<file path="config.mk">
export PLATFORM = sky130hd
export DESIGN_NAME = library_entry_select
export DESIGN_NICKNAME = d
export VERILOG_FILES = /design/src/loader_select_pkg.sv /design/src/library_entry_select.sv
export SDC_FILE = /design/constraint.sdc
export NUM_CORES = 2
export LEC_CHECK = 0
export BUFFER_PORTS_ARGS = -buffer_cell sky130_fd_sc_hd__clkbuf_2
export CORE_ASPECT_RATIO = 2
export CORE_MARGIN = 2
export CORE_UTILIZATION = 30
export DETAILED_ROUTE_END_ITERATION = 7
export SLEW_MARGIN = 25
export SYNTH_ARGS = -nofsm -noshare
export SYNTH_HDL_FRONTEND = slang
export SYNTH_SLANG_ARGS = --single-unit
</file>
<file path="constraint.sdc">
create_clock -name core_clk -period 6.1 [get_ports core_clk]
set_clock_uncertainty 0.2 [all_clocks]
set_input_delay 0.61 -clock core_clk [delete_from_list [all_inputs] [get_ports core_clk]]
set_output_delay 0.61 -clock core_clk [all_outputs]
set_load 0.01 [all_outputs]
</file>
<file path="src/loader_select_pkg.sv">
// constants, types and register map of the library entry selector
// assumes one 100 MHz clock domain and an avalon-mm master on the register side
package loader_select_pkg;
   localparam int CLK_PERIOD_NS = 10;
   localparam int BIT_TIME_NS = 10000;
   localparam int BIT_CYC = (BIT_TIME_NS + CLK_PERIOD_NS - 1) / CLK_PERIOD_NS;
   // register byte addresses
   localparam logic [5:0] A_CTRL = 6'h00;
   localparam logic [5:0] A_STAT = 6'h04;
   localparam logic [5:0] A_TGT = 6'h08;
   localparam logic [5:0] A_XFER = 6'h0C;
   localparam logic [5:0] A_RES = 6'h10;
   localparam logic [5:0] A_EIDX = 6'h14;
   localparam logic [5:0] A_EW0 = 6'h18;
   localparam logic [5:0] A_EW1 = 6'h1C;
   localparam logic [5:0] A_PHY = 6'h20;
   // control bits
   localparam int C_START = 0;
   localparam int C_CABLE_ACK = 1;
   localparam int C_RERUN = 2;
   // numbers of the lines and descriptor fields
   localparam logic [4:0] TYPE_RESERVED = 5'h1F;
   localparam logic [4:0] TA_BC = 5'h00;
   localparam logic [4:0] RT_SPARE = 5'h1E;
   localparam logic [4:0] RT_BCAST = 5'h1F;
   localparam logic [1:0] SUB_NONE = 2'h0;
   localparam logic [1:0] SUB_BAD = 2'h3;
   localparam logic [7:0] NAME_MIN = 8'h08;
   localparam logic [3:0] PROTO_BASIC_N = 4'h2;
   localparam logic [15:0] HDR_WORDS = 16'h0004;
   localparam logic [15:0] TRL_WORDS = 16'h0002;
   localparam logic [31:0] RST_ZERO = 32'h0000_0000;

   typedef struct packed {
      logic [6:0] rsv;
      logic valid;
      logic patch;
      logic [1:0] subtype;
      logic [3:0] proto;
      logic [3:0] fid;
      logic [4:0] ta;
      logic [3:0] bus;
      logic [3:0] cfg;
   } entry_w0_t;

   typedef struct packed {
      logic [15:0] rsv;
      logic [7:0] name_len;
      logic [7:0] memcfg;
   } entry_w1_t;

   typedef struct packed {
      logic [7:0] rsv;
      logic [7:0] cur_cfg;
      logic [1:0] sub_ans;
      logic mcm_ok;
      logic [3:0] fid;
      logic [4:0] ta;
      logic [3:0] bus;
   } target_t;

   typedef enum logic [4:0] {
      B_BIT = 5'b00001,
      B_TYPE = 5'b00010,
      B_CFG = 5'b00100,
      B_READY = 5'b01000,
      B_PROMPT = 5'b10000
   } boot_t;

   typedef enum logic [2:0] {
      S_IDLE = 3'b001,
      S_SCAN = 3'b010,
      S_DONE = 3'b100
   } scan_t;
endpackage

</file>
<file path="src/library_entry_select.sv">
// airframe strap decode and library entry selection
// assumes strap lines arrive asynchronous, grounded line reads low; avalon-mm slave on core_clk
//
// The Avalon-MM register port and the address map were chosen for this implementation.
module library_entry_select import loader_select_pkg::*; #(
   parameter int DEPTH = 32,
   parameter int IW = 5
) (
   input wire logic core_clk,
   input wire logic rst_n,
   input wire logic ce,
   input wire logic [5:0] address,
   input wire logic read,
   input wire logic write,
   input wire logic [31:0] writedata,
   output logic [31:0] readdata,
   output logic waitrequest,
   input wire logic [4:0] type_line_n,
   input wire logic [3:0] cfg_line_n,
   output logic cable_prompt_message,
   output logic subtype_query,
   output logic coupling_direct,
   output logic center_tap_gnd,
   output logic [4:0] own_rt_addr,
   output logic xfer_start,
   output logic [IW-1:0] xfer_entry,
   output logic select_error
);

   // one-hot or all-zero computer file id
   function automatic logic fid_ok(input logic [3:0] f);
      return (f & (f - 4'h1)) == 4'h0;
   endfunction

   // own terminal address; avoids the controller and broadcast codes
   function automatic logic [4:0] rt_addr_f(input logic [4:0] t, input logic [3:0] c, input logic [3:0] b);
      logic [4:0] s;
      s = t + {1'b0, c} + {1'b0, b};
      return (s == TA_BC || s == RT_BCAST) ? RT_SPARE : s;
   endfunction

   // stored words for one transaction of n data words
   function automatic logic [15:0] words_f(input logic [3:0] p, input logic [15:0] n);
      return (p < PROTO_BASIC_N) ? HDR_WORDS + n + TRL_WORDS : n;
   endfunction

   logic [4:0] type_s1_q, type_s2_q;
   logic [3:0] cfg_s1_q, cfg_s2_q;
   logic ack_q;
   logic acc_wr, acc_rd;
   logic [31:0] ent0_q [DEPTH];
   logic [31:0] ent1_q [DEPTH];
   boot_t boot_q;
   scan_t scan_q;
   logic [15:0] bit_cnt_q;
   logic bit_done_q;
   logic [4:0] type_q;
   logic [3:0] cfg_q;
   target_t tgt_q;
   logic [15:0] xfer_n_q;
   logic [IW-1:0] eidx_q, idx_q, res_q;
   logic [3:0] phy_bus_q;
   logic phy_dir_q, phy_ct_q;
   logic found_q, patch_q, err_q, need_q, is_bc_q;
   logic [3:0] res_proto_q;
   entry_w0_t e0;
   entry_w1_t e1;
   logic base, sub_ok, patch_hit, full_hit, last;
   logic attached, reserved;
   logic [31:0] rd_d;

   // two-flop synchronisers for the strap lines
   always_ff @(posedge core_clk or negedge rst_n) begin
      if (!rst_n) begin
         type_s1_q <= 5'h1F;
         type_s2_q <= 5'h1F;
         cfg_s1_q <= 4'hF;
         cfg_s2_q <= 4'hF;
      end else if (ce) begin
         type_s1_q <= type_line_n;
         type_s2_q <= type_s1_q;
         cfg_s1_q <= cfg_line_n;
         cfg_s2_q <= cfg_s1_q;
      end
   end

   assign attached = type_s2_q != 5'h1F;
   assign reserved = type_q == TYPE_RESERVED;

   // one wait state: request taken on the second edge it is held; a low ce holds the answer off
   // so that a write is never acknowledged in a cycle in which it cannot land
   assign waitrequest = (read | write) & ~(ack_q & ce);
   assign acc_wr = write & ack_q & ce;
   assign acc_rd = read & ~ack_q & ce;

   always_ff @(posedge core_clk or negedge rst_n) begin
      if (!rst_n)
         ack_q <= 1'b0;
      else if (ce)
         ack_q <= (read | write) & ~ack_q;
   end

   // read mux, captured one cycle ahead so read data come from flops
   always_comb begin
      rd_d = RST_ZERO;
      case (address)
         A_STAT: rd_d = {12'h0, cfg_q, type_q, center_tap_gnd, coupling_direct, bit_done_q,
                         cable_prompt_message, attached, patch_q, is_bc_q, need_q, err_q, found_q,
                         scan_q != S_IDLE};
         A_TGT: rd_d = tgt_q;
         A_XFER: rd_d = {16'h0, xfer_n_q};
         A_RES: rd_d = {words_f(res_proto_q, xfer_n_q), 3'h0, own_rt_addr, 8'(res_q)};
         A_EIDX: rd_d = 32'(eidx_q);
         A_EW0: rd_d = ent0_q[eidx_q];
         A_EW1: rd_d = ent1_q[eidx_q];
         A_PHY: rd_d = {24'h0, phy_bus_q, 2'h0, phy_ct_q, phy_dir_q};
         default: rd_d = RST_ZERO;
      endcase
   end

   always_ff @(posedge core_clk or negedge rst_n) begin
      if (!rst_n)
         readdata <= RST_ZERO;
      else if (acc_rd)
         readdata <= rd_d;
   end

   // software owned configuration registers
   always_ff @(posedge core_clk or negedge rst_n) begin
      if (!rst_n) begin
         tgt_q <= '0;
         xfer_n_q <= 16'h0;
         eidx_q <= '0;
         phy_bus_q <= 4'h0;
         phy_dir_q <= 1'b0;
         phy_ct_q <= 1'b0;
      end else if (acc_wr) begin
         case (address)
            A_TGT: tgt_q <= writedata;
            A_XFER: xfer_n_q <= writedata[15:0];
            A_EIDX: eidx_q <= writedata[IW-1:0];
            A_PHY: begin
               phy_dir_q <= writedata[0];
               phy_ct_q <= writedata[1];
               phy_bus_q <= writedata[7:4];
            end
            default: ;
         endcase
      end
   end

   // library entry store, no reset: contents are loaded by software
   always_ff @(posedge core_clk) begin
      if (acc_wr && address == A_EW0)
         ent0_q[eidx_q] <= writedata;
      if (acc_wr && address == A_EW1)
         ent1_q[eidx_q] <= writedata;
   end

   // power-on sequence: self test, then type lines, then configuration lines
   always_ff @(posedge core_clk or negedge rst_n) begin
      if (!rst_n) begin
         boot_q <= B_BIT;
         bit_cnt_q <= 16'h0;
         bit_done_q <= 1'b0;
         type_q <= 5'h0;
         cfg_q <= 4'h0;
      end else if (ce) begin
         case (boot_q)
            B_BIT: begin
               if (bit_cnt_q == 16'(BIT_CYC - 1)) begin
                  bit_done_q <= 1'b1;
                  boot_q <= B_TYPE;
               end
               bit_cnt_q <= bit_cnt_q + 16'h1;
            end
            B_TYPE: begin
               if (attached) begin
                  type_q <= ~type_s2_q;
                  boot_q <= B_CFG;
               end else
                  boot_q <= B_PROMPT;
            end
            B_CFG: begin
               // reserved type leaves the configuration at zero
               cfg_q <= reserved ? 4'h0 : ~cfg_s2_q;
               boot_q <= B_READY;
            end
            B_PROMPT: begin
               // operator says cables are on; the loop test is simply repeated
               if (acc_wr && address == A_CTRL && writedata[C_CABLE_ACK])
                  boot_q <= B_TYPE;
            end
            B_READY: begin
               if (acc_wr && address == A_CTRL && writedata[C_RERUN]) begin
                  boot_q <= B_BIT;
                  bit_cnt_q <= 16'h0;
                  bit_done_q <= 1'b0;
               end
            end
            default: boot_q <= B_BIT;
         endcase
      end
   end

   // physical bus outputs and own address follow the decoded airframe
   always_ff @(posedge core_clk or negedge rst_n) begin
      if (!rst_n) begin
         cable_prompt_message <= 1'b0;
         coupling_direct <= 1'b0;
         center_tap_gnd <= 1'b0;
         own_rt_addr <= 5'h0;
      end else if (ce) begin
         cable_prompt_message <= boot_q == B_PROMPT;
         coupling_direct <= reserved | phy_dir_q;
         center_tap_gnd <= reserved | phy_ct_q;
         own_rt_addr <= rt_addr_f(type_q, cfg_q, phy_bus_q);
      end
   end

   // candidate test for the entry under the scan pointer
   always_comb begin
      e0 = ent0_q[idx_q];
      e1 = ent1_q[idx_q];
      base = e0.valid && e0.cfg == cfg_q && e0.bus == tgt_q.bus
             && e0.ta == tgt_q.ta
             && e0.fid == tgt_q.fid && fid_ok(e0.fid)
             && e1.name_len >= NAME_MIN
             && e0.subtype != SUB_BAD;
      // zero subtype is the common case; otherwise it must match the operator answer
      sub_ok = e0.subtype == SUB_NONE || e0.subtype == tgt_q.sub_ans;
      patch_hit = base && sub_ok && e0.patch && tgt_q.mcm_ok
                  && e1.memcfg == tgt_q.cur_cfg;
      full_hit = base && sub_ok && !e0.patch && tgt_q.cur_cfg < e1.memcfg;
      last = idx_q == IW'(DEPTH - 1);
   end

   // scan over all entries, one per cycle; a patch hit ends the scan early
   always_ff @(posedge core_clk or negedge rst_n) begin
      if (!rst_n) begin
         scan_q <= S_IDLE;
         idx_q <= '0;
         res_q <= '0;
         res_proto_q <= 4'h0;
         found_q <= 1'b0;
         patch_q <= 1'b0;
         need_q <= 1'b0;
         is_bc_q <= 1'b0;
      end else if (ce) begin
         case (scan_q)
            S_IDLE: begin
               if (acc_wr && address == A_CTRL && writedata[C_START] && boot_q == B_READY) begin
                  scan_q <= S_SCAN;
                  idx_q <= '0;
                  found_q <= 1'b0;
                  patch_q <= 1'b0;
                  need_q <= 1'b0;
               end
            end
            S_SCAN: begin
               // stores subtype unanswered: raise the operator query
               if (base && e0.subtype != SUB_NONE && tgt_q.sub_ans == SUB_NONE)
                  need_q <= 1'b1;
               if (patch_hit || (full_hit && !found_q)) begin
                  res_q <= idx_q;
                  res_proto_q <= e0.proto;
                  is_bc_q <= e0.ta == TA_BC;
                  found_q <= 1'b1;
                  patch_q <= patch_hit;
               end
               if (patch_hit || last)
                  scan_q <= S_DONE;
               idx_q <= idx_q + IW'(1);
            end
            S_DONE: scan_q <= S_IDLE;
            default: scan_q <= S_IDLE;
         endcase
      end
   end

   // result strobe and sticky error; a new start clears the error
   always_ff @(posedge core_clk or negedge rst_n) begin
      if (!rst_n) begin
         xfer_start <= 1'b0;
         xfer_entry <= '0;
         select_error <= 1'b0;
         err_q <= 1'b0;
         subtype_query <= 1'b0;
      end else if (ce) begin
         xfer_start <= scan_q == S_DONE && found_q;
         subtype_query <= need_q;
         if (scan_q == S_DONE) begin
            xfer_entry <= res_q;
            err_q <= !found_q;
            select_error <= !found_q;
         end else if (scan_q == S_IDLE && boot_q == B_READY && acc_wr && address == A_CTRL
                      && writedata[C_START]) begin
            err_q <= 1'b0;
            select_error <= 1'b0;
         end
      end
   end

endmodule

</file>
==> out/metrics.cfg <==
[timing]
rsz0062_at_grt = no
clock.fmax_mhz = 184
tightest_slew_ns = 1.11
slew_headroom_pct = 25.9
hold_viol = 0
drv_slew = 0
period_share_pct = 89.3
setup_viol = 0
final.min_clock_period_ns = 5.45
timing.setup.tns_ns = 0

[clock_network]
insertion_delay_ns = 0.88
cts_buffer_depth = 4
root_buffer = clkbuf_16
cts_buffers = 187
cts_max_level = 4
cts_resized = 0
clock-sinks = 2225
clk_transition_reported_paths_ns = 0.08
cts_tree = yes
cts_setup_buffers = 0

[global_route]
gr-total-overflow = 0
grt_max_degree = 79
antenna_found_initial = 14
grt_use_total_pct = 20.5
grt_pass1_vias = 55800
grt_first_pass_wirelength_mm = 457

[yosys]
synthMuxAreaShare_pct = 20.4
ys_seq_area_share_pct = 69.8
synthCells = 4760
synth-seq-cells = 2225
synth_top_area_cell = edfxtp_1
synth_xor_area_share_pct = 0.454
synth_top_family_by_area = multiplexers
synth_compound_area_share_pct = 4.49
synthTopCellsByArea = edfxtp_1 (65%), mux4_2 (18%), dfrtp_1 (4.2%), a22oi_1 (2.4%), mux2i_1 (1.5%)
ys.flop_type = edfxtp_1
synthArstFlopShare_pct = 7.96
syn-num-nets = 4832
netlist_area_um2 = 94500
yosys.cell_types.count = 82
yosys_warnings = 0
synth_fa_ha_area_share_pct = 0.317
netlist.area_leader.share_pct = 65.1
synthSimpleGateAreaFrac_pct = 2.98
synth_area_per_cell_um2 = 19.8
synth-edff-count = 2048

[placed_design]
portBuffers = 100
gp_congestion = 0.927
hpwl_mm = 209
dpl_cell_area_um2 = 102000

[die]
core_um2 = 313000
pin_count = 101
die_area_um2 = 320000
rows = 291
die_y_um = 798
die_x_um = 401
initial_core_util_pct = 30.1

[layout]
layout.nets = 5079
design_area_um2 = 108000
drive_gt1_share_pct = 31.4
fill_cells = 29000
area_growth_pct = 14.1

[setup_path]
endpoint = res_proto_q[3]$_DFFE_PN0P_
crit_path_end_kind = register
r2r_start = idx_q[0]$_DFFE_PN0P_
worstPathMaxFanout = 42
critPathKind = reg2reg
reg2reg_slack_ns = 0.65
worstSetupStartpointType = register
rr_endpoint = res_proto_q[3]$_DFFE_PN0P_
cp.arrival_ns = 6.00
ff2ff_path_depth = 13
crit_start = idx_q[0]$_DFFE_PN0P_
cp.required_ns = 6.66

[power]
peakVddDrop_uv = 240
power.density_nw_per_um2 = 342
power.leakage_uw = 0.0332

[route]
ant_nets = 0
drt-initial-drc-count = 7034
via_per_inst = 5.79
wl_mm = 333
post-route-drc-count = 4
routedWlPerCell_um = 36.0
vias = 53600
firstDrtPassIters = 8

[status]
status = complete, but fails checks
violations = design-rule violations

[hold_path]
hold_class = in2async

[job]
maxCapViolCount = 0

## cells by family (layout without fill, tap and decap cells)
group | Yosys count | after routing
simple gates | 556 | 556
flops | 2225 | 2225
other cells | 0 | 11
mux | 988 | 988
compound gates | 581 | 581
fa+ha+maj | 21 | 21
buf+inv | 340 | 725
xor+xnor | 49 | 49
## cells in the final DEF, fill, tap and decap left out, drive strengths merged, types with 18 or more instances in the layout
cell	Yosys	layout
inv	16	22
nand3	41	41
a222oi	22	22
nor2	148	148
nand4	87	87
xor2	22	22
dfstp	20	20
nor4	23	23
buf	127	268
a22o	18	18
clkinv	0	79
a21o	20	20
o22ai	36	36
mux4	735	735
edfxtp	2048	2048
nand2	118	118
mux2i	142	142
clkbuf	197	322
a21oi	54	54
mux2	111	111
nor3	44	44
dfrtp	157	157
o21ai	38	38
a22oi	300	300
xnor2	27	27
## worst min path at each step
stage                                        start                   endpoint  slack, ns  cells after the start
after detailed placement  readdata[19]$_DFFE_PN0P_   readdata[19]$_DFFE_PN0P_       0.27                      1
after floorplan                              rst_n          ack_q$_DFFE_PN0P_       0.11                      0
after CTS                             writedata[1]    ent0_q[12][1]$_DFFE_PP_       0.11                      2
after global placement    readdata[21]$_DFFE_PN0P_   readdata[21]$_DFFE_PN0P_       0.27                      1
after global routing                  writedata[1]    ent0_q[11][1]$_DFFE_PP_       0.12                      2
final                                        rst_n  bit_cnt_q[14]$_DFFE_PN0P_       0.14                      2
## cell usage after synthesis, drive strengths merged (38+ instances only)
| master | n |
|---|---|
| edfxtp | 2048 |
| mux4 | 735 |
| a22oi | 300 |
| clkbuf | 197 |
| dfrtp | 157 |
| nor2 | 148 |
| mux2i | 142 |
| buf | 127 |
| nand2 | 118 |
| mux2 | 111 |
| nand4 | 87 |
| a21oi | 54 |
| nor3 | 44 |
| nand3 | 41 |
| o21ai | 38 |
## state kept, by name, summed over array words and instances (netlist names), 16 cells and up
signal / count
ent0_q: 1024
ent1_q: 1024
readdata: 32
tgt_q: 32
bit_cnt_q: 16
xfer_n_q: 16
## what timing repair did
action                                 CTS  global route
setup endpoints to repair                0             0
endpoints found under the hold margin   87             0
hold buffers                            13             0
## per-layer routing
metal | vias up | GRT usage, % | wire length, µm
met4 | 4 | 16.1 | 30800
li1 | 20800 | - | -
met5 | - | 0 | 58
met2 | 2972 | 36.8 | 173000
met1 | 28900 | 21.0 | 104000
met3 | 998 | 3.77 | 25200
## area by class of cell
type                    count  area [µm²]  area share (%)
clock buffers             221        4910            4.55
clock inverters           106         951           0.882
inverters                  16        60.1          0.0557
diodes                     11        27.5          0.0255
multi-input cells        2195       27600            25.6
flip-flops and latches   2225       66000            61.2
well taps                4102        5130            4.76
repair buffers            382        3120            2.89
## per-stage QoR
step | hold slack, ns | setup WS [ns] | utilization [%] | total power [µW] | instances
2_1_floorplan | 0.114 | 0.835 | - | 22000 | 4760
3_3_place_gp | 0.266 | 0.785 | 32.4 | 24900 | 8903
3_5_place_dp | 0.266 | 0.766 | 32.4 | 25000 | 8903
4_1_cts | 0.110 | 0.726 | 34.4 | 36900 | 9243
5_1_grt | 0.124 | 0.437 | 34.4 | 37700 | 9248
6_report | 0.139 | 0.654 | 34.4 | 36900 | 9258
## where the power goes
part | total (µW) | switching (µW) | internal [µW]
Clock | 12100 | 5680 | 6370
Combinational | 7490 | 4380 | 3110
Sequential | 17300 | 533 | 16800
## critical path, stage by stage, from the launching register on
cell and delay, ns:
dfrtp_4 0.90, buf_12 0.40, buf_4 0.35, buf_4 0.35, mux4_2 0.55, mux2_2 0.28, a221oi_1 0.34, a21oi_1 0.31
xor2_1 0.27, nor2_1 0.12, nor4b_2 0.40, nand4_2 0.14, buf_4 0.24, mux2_1 0.33
Note: power is estimated with default switching activity, not from simulation.
